[src/common/sfc_pkg.sv]
// Package of constants for the semaphore flag port controller
package sfc_pkg;
  localparam int FLAG_COUNT = 8;
  localparam int INDEX_WIDTH = 3;
  localparam int ADDR_WIDTH = 17;
  localparam int DATA_WIDTH = 36;
  localparam int FREE_BIT_POS = 0;
  localparam logic FLAG_FREE = 1'b1;
  localparam logic FLAG_TAKE = 1'b0;
  // Strobe timing in ns; the device access time is taken as the floor
  localparam int SETUP_NS = 10;
  localparam int STROBE_NS = 15;
  localparam int GAP_NS = 10;
  localparam int CLK_NS = 4;
  localparam int SETUP_CYC = (SETUP_NS + CLK_NS - 1) / CLK_NS;
  localparam int STROBE_CYC = (STROBE_NS + CLK_NS - 1) / CLK_NS;
  localparam int GAP_CYC = (GAP_NS + CLK_NS - 1) / CLK_NS;
  localparam int CNT_WIDTH = 4;
  typedef enum logic [1:0]
  {
    SFC_OP_WRITE,
    SFC_OP_READ,
    SFC_OP_INIT
  } sfc_op_type;
endpackage : sfc_pkg

[src/design/sfc_host.sv]
// Host controller driving one port of the semaphore flag space
//
// Summary of operation
// RQ1: Eight flags are reached by index in their own select space.
// RQ2: Flag accesses never touch the array; the host never writes it here.
// RQ3: Only the low three address lines carry the index; upper lines held zero.
// RQ4: Write data bit zero: zero requests, one releases; flags active low.
// RQ5: Zero to a free flag gives ownership; read back zero confirms it.
// RQ6: Owner writing one frees the flag unless the other side is pending.
// RQ7: A zero from the non-owner is held pending until release.
// RQ8: On release a pending side takes ownership and reads zero.
// RQ9: A read returns the flag on all data bits, all ones or zeros.
// RQ10: Read value latched while select and output enable stay active.
// RQ11: Byte enables only gate outputs during reads.
// RQ12: Contending requests give the token to exactly one side.
// RQ13: Flags control no other resource in hardware.
// RQ14: One port never delays the other port.
// RQ15: Host writes zero first, then reads back to confirm ownership.
// RQ16: After a failed request host keeps polling or writes one to withdraw.
// RQ17: Host drops select and output enable between polling reads.
// RQ18: Host writes one to every flag after reset before other requests.
// RQ19: Host keeps array chip select high while flag select is low.
// RQ20: Same-step requests resolve by fixed port priority in a model.
`timescale 1ns/1ns
module sfc_host
  import sfc_pkg::*;
#(
  parameter int DW = DATA_WIDTH,
  parameter int AW = ADDR_WIDTH
)
(
  input wire logic clk,
  input wire logic arst_n,
  input wire logic reqValid,
  input wire sfc_op_type reqOp,
  input wire logic [INDEX_WIDTH-1:0] reqIndex,
  input wire logic reqFree,
  output logic reqReady,
  output logic doneValid,
  output logic doneOwned,
  output logic initDone,
  output logic chipSelect_n,
  output logic flag_space_select_n,
  output logic writeEnable_n,
  output logic outputEnable_n,
  output logic byte_lane_enable_n,
  output logic [AW-1:0] addr,
  output logic [DW-1:0] dataOut,
  output logic dataOutEn,
  input wire logic [DW-1:0] dataIn
);
  ////////////////////////////////////////////////////////////////////////
  typedef enum logic [2:0]
  {
    ST_IDLE,
    ST_SETUP,
    ST_STROBE,
    ST_GAP
  } sfc_state_type;

  logic [DW-1:0] dataSync;
  logic sampleBit;

  sfc_sync #(.WIDTH(DW)) u_sync
  (
    .clk(clk),
    .arst_n(arst_n),
    .din(dataIn),
    .dout(dataSync)
  );
  // Any bit carries the flag value; bit zero suffices
  assign sampleBit = dataSync[FREE_BIT_POS]; // see RQ9

  ////////////////////////////////////////////////////////////////////////
  sfc_state_type state, next_state;
  logic [CNT_WIDTH-1:0] cnt, next_cnt;
  sfc_op_type op, next_op;
  logic [INDEX_WIDTH-1:0] idx, next_idx;
  logic wbit, next_wbit;
  logic initRun, next_initRun;
  logic next_initDone, next_reqReady, next_doneValid, next_doneOwned;
  logic next_chipSelect_n, next_flag_space_select_n, next_writeEnable_n;
  logic next_outputEnable_n, next_byte_lane_enable_n, next_dataOutEn;
  logic [AW-1:0] next_addr;
  logic [DW-1:0] next_dataOut;

  always_comb
  begin
    next_state = state;
    next_cnt = cnt;
    next_op = op;
    next_idx = idx;
    next_wbit = wbit;
    next_initRun = initRun;
    next_initDone = initDone;
    next_reqReady = 1'b0;
    next_doneValid = 1'b0;
    next_doneOwned = doneOwned;
    next_chipSelect_n = 1'b1; // see RQ19
    next_flag_space_select_n = 1'b1;
    next_writeEnable_n = 1'b1;
    next_outputEnable_n = 1'b1;
    next_byte_lane_enable_n = 1'b1;
    next_dataOutEn = 1'b0;
    next_addr = addr;
    next_dataOut = dataOut;
    case (state)
      ST_IDLE:
      begin
        if (initRun)
        begin
          // Device has no reset of its own, so every flag is freed first
          next_op = SFC_OP_INIT; // see RQ18
          next_wbit = FLAG_FREE;
          next_state = ST_SETUP;
          next_cnt = '0;
        end
        else if (reqValid && reqReady)
        begin
          next_op = reqOp;
          next_idx = reqIndex;
          // Request is zero, release or withdraw is one
          next_wbit = (reqOp == SFC_OP_WRITE) ? reqFree : FLAG_FREE; // see RQ4 RQ16
          next_state = ST_SETUP;
          next_cnt = '0;
        end
        else
        begin
          next_reqReady = 1'b1;
        end
      end
      ST_SETUP:
      begin
        next_flag_space_select_n = 1'b0;
        // Upper address lines unused by the flag space
        next_addr = {{(AW-INDEX_WIDTH){1'b0}}, idx}; // see RQ1 RQ3
        next_dataOut = {{(DW-1){1'b0}}, wbit};
        next_byte_lane_enable_n = 1'b0;
        next_dataOutEn = (op != SFC_OP_READ);
        next_outputEnable_n = (op != SFC_OP_READ);
        next_cnt = cnt + 1'b1;
        if (cnt == CNT_WIDTH'(SETUP_CYC - 1))
        begin
          next_state = ST_STROBE;
          next_cnt = '0;
        end
      end
      ST_STROBE:
      begin
        next_flag_space_select_n = 1'b0;
        next_byte_lane_enable_n = 1'b0;
        next_dataOutEn = (op != SFC_OP_READ);
        next_outputEnable_n = (op != SFC_OP_READ);
        next_writeEnable_n = (op == SFC_OP_READ);
        next_cnt = cnt + 1'b1;
        if (cnt == CNT_WIDTH'(STROBE_CYC + 1))
        begin
          // Margin of two cycles covers the synchroniser
          next_state = ST_GAP;
          next_cnt = '0;
          next_writeEnable_n = 1'b1;
          if (op == SFC_OP_READ)
          begin
            next_doneOwned = (sampleBit == FLAG_TAKE); // see RQ15 RQ5 RQ8
          end
        end
      end
      ST_GAP:
      begin
        // Select and output enable both dropped so the next poll relatches
        next_cnt = cnt + 1'b1; // see RQ17
        if (cnt == CNT_WIDTH'(GAP_CYC - 1))
        begin
          next_state = ST_IDLE;
          next_cnt = '0;
          // Only the power-up sweep steps the index; a user INIT is one plain write
          if (initRun)
          begin
            next_idx = idx + 1'b1;
            if (idx == INDEX_WIDTH'(FLAG_COUNT - 1))
            begin
              next_initRun = 1'b0;
              next_initDone = 1'b1;
              next_reqReady = 1'b1;
            end
          end
          else
          begin
            next_doneValid = 1'b1;
            next_reqReady = 1'b1;
          end
        end
      end
      default:
      begin
        next_state = ST_IDLE;
      end
    endcase
  end

  always_ff @(posedge clk or negedge arst_n)
  begin
    if (!arst_n)
    begin
      state <= ST_IDLE;
      cnt <= '0;
      op <= SFC_OP_INIT;
      idx <= '0;
      wbit <= FLAG_FREE;
      initRun <= 1'b1;
      initDone <= 1'b0;
      reqReady <= 1'b0;
      doneValid <= 1'b0;
      doneOwned <= 1'b0;
      chipSelect_n <= 1'b1;
      flag_space_select_n <= 1'b1;
      writeEnable_n <= 1'b1;
      outputEnable_n <= 1'b1;
      byte_lane_enable_n <= 1'b1;
      dataOutEn <= 1'b0;
      addr <= '0;
      dataOut <= '0;
    end
    else
    begin
      state <= next_state;
      cnt <= next_cnt;
      op <= next_op;
      idx <= next_idx;
      wbit <= next_wbit;
      initRun <= next_initRun;
      initDone <= next_initDone;
      reqReady <= next_reqReady;
      doneValid <= next_doneValid;
      doneOwned <= next_doneOwned;
      chipSelect_n <= next_chipSelect_n;
      flag_space_select_n <= next_flag_space_select_n;
      writeEnable_n <= next_writeEnable_n;
      outputEnable_n <= next_outputEnable_n;
      byte_lane_enable_n <= next_byte_lane_enable_n;
      dataOutEn <= next_dataOutEn;
      addr <= next_addr;
      dataOut <= next_dataOut;
    end
  end

  ////////////////////////////////////////////////////////////////////////
  array_idle_a: assert property (@(posedge clk) disable iff (!arst_n)
    chipSelect_n) else $error("array select driven"); // see RQ19
  upper_addr_a: assert property (@(posedge clk) disable iff (!arst_n)
    !flag_space_select_n |-> addr[AW-1:INDEX_WIDTH] == '0)
    else $error("upper address not zero"); // see RQ3
  write_bit_a: assert property (@(posedge clk) disable iff (!arst_n)
    !writeEnable_n |-> dataOutEn && dataOut[DW-1:1] == '0)
    else $error("write data malformed"); // see RQ4
  poll_gap_a: assert property (@(posedge clk) disable iff (!arst_n)
    $rose(flag_space_select_n) |-> flag_space_select_n [*2])
    else $error("select gap too short"); // see RQ17
  init_first_a: assert property (@(posedge clk) disable iff (!arst_n)
    !initDone && !writeEnable_n |-> dataOut[0] == FLAG_FREE)
    else $error("init wrote a request"); // see RQ18
  read_no_we_a: assert property (@(posedge clk) disable iff (!arst_n)
    !outputEnable_n |-> writeEnable_n && !dataOutEn)
    else $error("read overlaps write"); // see RQ15
  done_pulse_a: assert property (@(posedge clk) disable iff (!arst_n)
    doneValid |=> !doneValid) else $error("done not a pulse"); // see RQ16
  init_end_a: assert property (@(posedge clk) disable iff (!arst_n)
    $rose(initDone) |-> reqReady) else $error("ready missing"); // see RQ18
  read_cov_c: cover property (@(posedge clk) disable iff (!arst_n)
    doneValid && op == SFC_OP_READ && doneOwned);
  fail_cov_c: cover property (@(posedge clk) disable iff (!arst_n)
    doneValid && op == SFC_OP_READ && !doneOwned);
  init_cov_c: cover property (@(posedge clk) disable iff (!arst_n) $rose(initDone));
endmodule : sfc_host

[src/design/sfc_sync.sv]
// Two-stage synchroniser for pin inputs, one instance covers the whole WIDTH-bit bus
`timescale 1ns/1ns
module sfc_sync
  import sfc_pkg::*;
#(
  parameter int WIDTH = 1
)
(
  input wire logic clk,
  input wire logic arst_n,
  input wire logic [WIDTH-1:0] din,
  output logic [WIDTH-1:0] dout
);
  logic [WIDTH-1:0] stage1;
  logic [WIDTH-1:0] next_stage1;
  logic [WIDTH-1:0] next_dout;

  always_comb
  begin
    next_stage1 = din;
    next_dout = stage1;
  end

  always_ff @(posedge clk or negedge arst_n)
  begin
    if (!arst_n)
    begin
      stage1 <= '0;
      dout <= '0;
    end
    else
    begin
      stage1 <= next_stage1;
      dout <= next_dout;
    end
  end
endmodule : sfc_sync

[config.mk]
export PLATFORM = sky130hd
export DESIGN_NAME = sfc_host
export DESIGN_NICKNAME = d
export VERILOG_FILES = /design/src/common/sfc_pkg.sv /design/src/design/sfc_host.sv /design/src/design/sfc_sync.sv
export SDC_FILE = /design/constraint.sdc
export NUM_CORES = 1
export LEC_CHECK = 0
export BUFFER_PORTS_ARGS = -buffer_cell sky130_fd_sc_hd__buf_2
export CAP_MARGIN = 20
export CORE_ASPECT_RATIO = 1.75
export CORE_MARGIN = 5
export CORE_UTILIZATION = 43
export DETAILED_ROUTE_END_ITERATION = 7
export PLACE_DENSITY_LB_ADDON = 0.2
export SLEW_MARGIN = 20
export SYNTH_ARGS = -nofsm -noshare
export SYNTH_HDL_FRONTEND = slang
export SYNTH_SLANG_ARGS = --single-unit
[constraint.sdc]
create_clock -name clk -period 2.1 [get_ports clk]
set_input_delay 0.21 -clock clk [delete_from_list [all_inputs] [get_ports clk]]
set_output_delay 0.21 -clock clk [all_outputs]
set_load 0.1 [all_outputs]
==> impl_metrics.ini, run 1 <==
[run_status]
outcome = completed

[setup_path]
worst-path-stages = 7
path_buf_inv = 2
cp.arrival_ns = 2.11
crit_chain = inv_1, ha_1, buf_4, a21bo_2, o21bai_1, o21ai_0, o21ai_0
crit_family = compound AO/OA/AOI/OAI gates
r2r_cells = 7
slowest_stage = dfrtp_1
startpoint_type = flip-flop
cp-end-kind = flip-flop
slowest_delay_ns = 0.42
worstPathMaxFanout = 6
required_ns = 2.29
crit_type = flip-flop to flip-flop
path_common_cell = o21ai_0

[timing]
fin_crit_ns = 1.92
whs_ns = 0.0280
slew_headroom_pct = 60.0
worst_slew_pin_slew_ns = 0.600
slew_viol_final = 0
finalCritPeriodShare_pct = 91.2
hold_violations = 0
setup_tns_ns = 0
finalSetupViolations = 0
fin_skew_ns = 0.00792
rsz0062_at_grt = no
clock.fmax_ghz = 0.522

[hold_path]
hold_class = primary input to flip-flop
holdPathStages = 1

[route]
ant_nets = 0
first_pass_iters = 6
wl_per_cell_um = 12.5
via_per_inst = 4.51
drt_iter0_drc = 16
drcViolationCount = 0
vias = 1077
routed_wl_um = 2990

[synthesis]
syn_area_per_cell_sq_um = 10.1
yosysUniqueCellTypes = 39
synthCells = 169
yosysWarnings = 0
synth_edf_count = 0
synthFlopType = dfrtp_1
synth.area.top_cells = dfrtp_1 (31%), buf_4 (22%), dfstp_2 (9.3%)
synth_common_cells = buf_4 (51), dfrtp_1 (21), nand2_1 (11)
yosys.area.top_type_share_pct = 30.9
ys_async_sr_fraction_pct = 100
ys_seq_area_share_pct = 40.1
synth_most_common_cell = buf_4
synth_top_cell_by_area = dfrtp_1
netlist_area_sq_um = 1700
synth-seq-cells = 27

[final_layout]
final_cell_count_no_fill = 239
final_core_util_pct = 44.6
diodes = 0
nets = 244
area_delta_synth_final_pct = 1.25
drive_gt1_share_pct = 24.1

[power]
switching_power_uw = 1800
cellInternalPower_uw = 1280
seq_power_share_pct = 27.1
power.leakage_uw = 0.000927
finalPower_uw = 3080
power.density_nw_per_um2 = 1790
switching_share_pct = 58.6
comb_power_share_pct = 62.9
irDropWorstVdd_mv = 0.982
p_clk_share_pct = 10.1

[floorplan]
core_area_sq_um = 3870
die_x_um = 57.6
die_height_um = 93.3
core.rowCount = 30
ios = 108
start_util_pct = 44.0
die_area_sq_um = 5370

[clocking]
cts_root_buffer = clkbuf_8
ctsHtreeMaxLevel = 1
postCtsResizedCells = 0
insertion_delay_ns = 0.28
numCtsBuffers = 3
cts_num_sinks = 27
cts.path.max_buffers = 2
clkTransAtPathRegs_ns = 0.10
cts_tree = done

[global_routing]
grt_overflow = 0
grt_util_all_layers_pct = 11.4
grt_pass1_wl_um = 4770
antenna_found_initial = 0
grt_pass1_vias = 1016
grt_max_degree = 28

[job]
maxCapViolCount = 0

[placement]
portBuffers = 22
dp_hpwl_um = 2450
dp.cells = 234
gp_congestion = 0.796
registers in the layout, summed over array words and instances (netlist names):
register            cells
cnt                     4
addr                    3
idx                     3
op                      2
state                   2
byte_lane_enable_n      1
dataOutEn               1
dataOut                 1
doneOwned               1
doneValid               1
initDone                1
initRun                 1
outputEnable_n          1
reqReady                1
u_sync.dout             1
u_sync.next_dout        1
wbit                    1
writeEnable_n           1
power by group through the flow:
stage	Clock, uW	Combinational [uW]	Sequential [uW]
3_3_place_gp	0	1920	838
3_5_place_dp	0	1950	848
5_1_grt	327	2050	859
4_1_cts	312	1960	836
6_report	310	1940	834
2_1_floorplan	0	1180	1390
cell families after synthesis:
group | count (synthesis) | share of synthesized area, %
other cells | 2 | 0.441
simple gates | 40 | 12.9
fa+ha+maj | 7 | 5.14
flops | 27 | 40.1
mux | 12 | 8.08
compound gates | 20 | 8.60
buf+inv | 61 | 24.8
layout make-up:
| type | instances | area (sq um) |
|---|---|---|
| fillers | 395 | 2140 |
| inverters | 7 | 26.3 |
| well taps | 48 | 60.1 |
| multi-input cells | 129 | 778 |
| clock buffers | 3 | 41.3 |
| flip-flops and latches | 27 | 683 |
| repair buffers | 24 | 128 |
| clock inverters | 1 | 7.51 |
what timing repair did:
item | CTS | global route
hold endpoints to repair | 21 | 0
hold buffers | 1 | 0
buffers inserted | 0 | 0
final timing paths:
kind,startpoint,to,slack [ns]
min,dataIn[0],u_sync.next_dout[0]$_DFF_PN0_,0.03
max reg2reg,state[0]$_DFFE_PN0P_,cnt[3]$_DFFE_PN0P_,0.18
min reg2reg,u_sync.next_dout[0]$_DFF_PN0_,u_sync.dout[0]$_DFF_PN0_,0.36
max in group asynchronous,arst_n,cnt[0]$_DFFE_PN0P_,1.23
max,state[0]$_DFFE_PN0P_,cnt[3]$_DFFE_PN0P_,0.18
min in group asynchronous,arst_n,doneOwned$_DFFE_PN0P_,0.47
layout by cell type (no fill, tap or decap), drive strengths merged, types with 2 or more instances in the layout:
cell and count:
clkbuf 3, o21bai 2, nor3 3, nor2b 3, ha 7, buf 23, conb 50, nor2 9
mux2i 4, inv 7, dfstp 6, o21ai 3, dfrtp 21, mux2 8, a21oi 4, o22a 2
nand3 4, nand2 12
per-stage QoR:
step	worst slack, ns	area, sq um
4_1_cts	0.168	1720
3_3_place_gp	0.304	1670
3_5_place_dp	0.198	1670
6_report	0.184	1720
5_1_grt	0.0142	1720
2_1_floorplan	0.0810	1880
per-layer routing:
metal,track usage (%),share of wire (%)
met2,22.1,58
met3,1.52,8.9
met1,11.2,31
met4,5.42,1.7
met5,0,0
(Power assumes the default switching activity.)
==> run 2: changes to the inputs <==
- CORE_MARGIN: 5 -> 3
- SLEW_MARGIN: 20 -> 15
==> run 2 against run 1 <==
Cell area is 0.14% lower. Setup slack improved by 0.022 ns. Fmax is 1.2% higher. Die area fell by 11%. Largest cell class unchanged. Critical path depth unchanged. Highest routed layer unchanged. Register-to-register slack better by 0.02 ns.
==> impl_metrics.ini, run 2 (same netlist as run 1, synthesis figures left out) <==
[run_status]
outcome = completed

[global_routing]
grt_util_all_layers_pct = 12.2
grt_pass1_vias = 934
grt_max_degree = 28
grt_pass1_wl_um = 4300
grt_overflow = 0
antenna_found_initial = 0

[setup_path]
slowest_stage = dfrtp_1
path_common_cell = o21ai_0
cp-end-kind = flip-flop
r2r-start = state[0]$_DFFE_PN0P_
worstPathMaxFanout = 6
required_ns = 2.29
crit_chain = inv_1, ha_1, buf_4, a21bo_2, o21bai_1, o21ai_0, o21ai_0
r2r_end = cnt[3]$_DFFE_PN0P_
path_buf_inv = 2
r2r_cells = 7
crit_type = flip-flop to flip-flop
startpoint_type = flip-flop
cp.arrival_ns = 2.08
crit_family = compound AO/OA/AOI/OAI gates
cp-startpoint = state[0]$_DFFE_PN0P_
r2r_setup_slack_ns = 0.21
slowest_delay_ns = 0.42

[floorplan]
core_area_sq_um = 3700
die_x_um = 53.6
die_area_sq_um = 4780
die_height_um = 89.3
core.rowCount = 29
start_util_pct = 46.0
ios = 108

[final_layout]
diodes = 0
top_register = cnt
final_common_cell = conb_1
largest_reg_flops = 4
final_cell_mix = conb_1 (50), buf_2 (22), dfrtp_1 (21)
reg_top3 = cnt (4), addr (3), idx (3)
stdcell_area_sq_um = 1720
nets = 244
drive_gt1_share_pct = 24.1
final.fill_count = 375
area_delta_synth_final_pct = 1.10

[timing]
setup_tns_ns = 0
worst_slew_pin_slew_ns = 0.585
hold_violations = 0
finalCritPeriodShare_pct = 90.2
slew_headroom_pct = 61.0
finalSetupViolations = 0
fin_crit_ns = 1.89
rsz0062_at_grt = no
clock.fmax_ghz = 0.528
fin_skew_ns = 0.00416
slew_viol_final = 0

[power]
power.density_nw_per_um2 = 1780
irDropWorstVdd_mv = 1.07
power.leakage_uw = 0.000927

[clocking]
holdBufCountCts = 1
cts_num_sinks = 27
numCtsBuffers = 3
postCtsResizedCells = 0
ctsHtreeMaxLevel = 1
cts.path.max_buffers = 2
cts_root_buffer = clkbuf_8
cts_setup_buffers = 0
insertion_delay_ns = 0.27
clkTransAtPathRegs_ns = 0.10
cts_tree = done

[placement]
dpl_cell_area_sq_um = 1660
gp_congestion = 0.823
dp_hpwl_um = 2320
portBuffers = 22

[hold_path]
holdPathStages = 1
hold_class = primary input to flip-flop
min_from = dataIn[0]
min_to = u_sync.next_dout[0]$_DFF_PN0_

[route]
vias = 1038
first_pass_iters = 4
drcViolationCount = 0
via_per_inst = 4.38
wl_per_cell_um = 11.9
routed_wl_um = 2810
drt_iter0_drc = 3
ant_nets = 0

[job]
maxCapViolCount = 0
-- run 2: cell counts in the layout (fill, tap and decap cells not counted) --
Identical to the previous run, type by type.
-- run 2: worst max-delay path by stage --
stage	end	cells after the start
global placement	idx[2]$_DFFE_PN0P_	5
CTS	cnt[3]$_DFFE_PN0P_	7
finish	cnt[3]$_DFFE_PN0P_	7
global route	cnt[3]$_DFFE_PN0P_	7
detailed placement	cnt[3]$_DFFE_PN0P_	7
floorplan	idx[1]$_DFFE_PN0P_	3
-- run 2: power by group --
part | internal [uW] | switching (uW) | leakage [uW]
registers | 707 | 130 | 0.000325
logic | 432 | 1490 | 0.000580
clock network | 134 | 162 | 0.0000217
-- run 2: final cells by class --
| cell class | instances | area, sq um | area share (%) |
|---|---|---|---|
| clock inverter | 1 | 7.51 | 0.436 |
| inverter | 7 | 26.3 | 1.53 |
| clock buffer | 3 | 41.3 | 2.40 |
| multi-input combinational | 129 | 778 | 45.2 |
| timing repair buffer | 24 | 128 | 7.41 |
| sequential | 27 | 683 | 39.7 |
| tap | 46 | 57.6 | 3.34 |
-- run 2: metrics by stage --
stage / cells / util, % / setup slack (ns) / hold WS [ns] / power (uW)
final: 237 / 46.5 / 0.206 / 0.0398 / 3060
after global routing: 237 / 46.5 / 0.0708 / 0.0229 / 3240
after CTS: 237 / 46.5 / 0.190 / 0.0376 / 3080
after detailed placement: 232 / 44.9 / 0.220 / 0.255 / 2790
after global placement: 232 / 44.9 / 0.302 / 0.248 / 2750
after floorplan: 217 / - / 0.0810 / -0.0856 / 2570
-- run 2: metal layers --
metal	GRT usage [%]	wire [um]	vias to the layer above
li1	-	-	502
met1	13.9	1020	484
met2	22.5	1580	48
met3	1.50	178	4
met4	4.19	41	0
met5	0	0	-
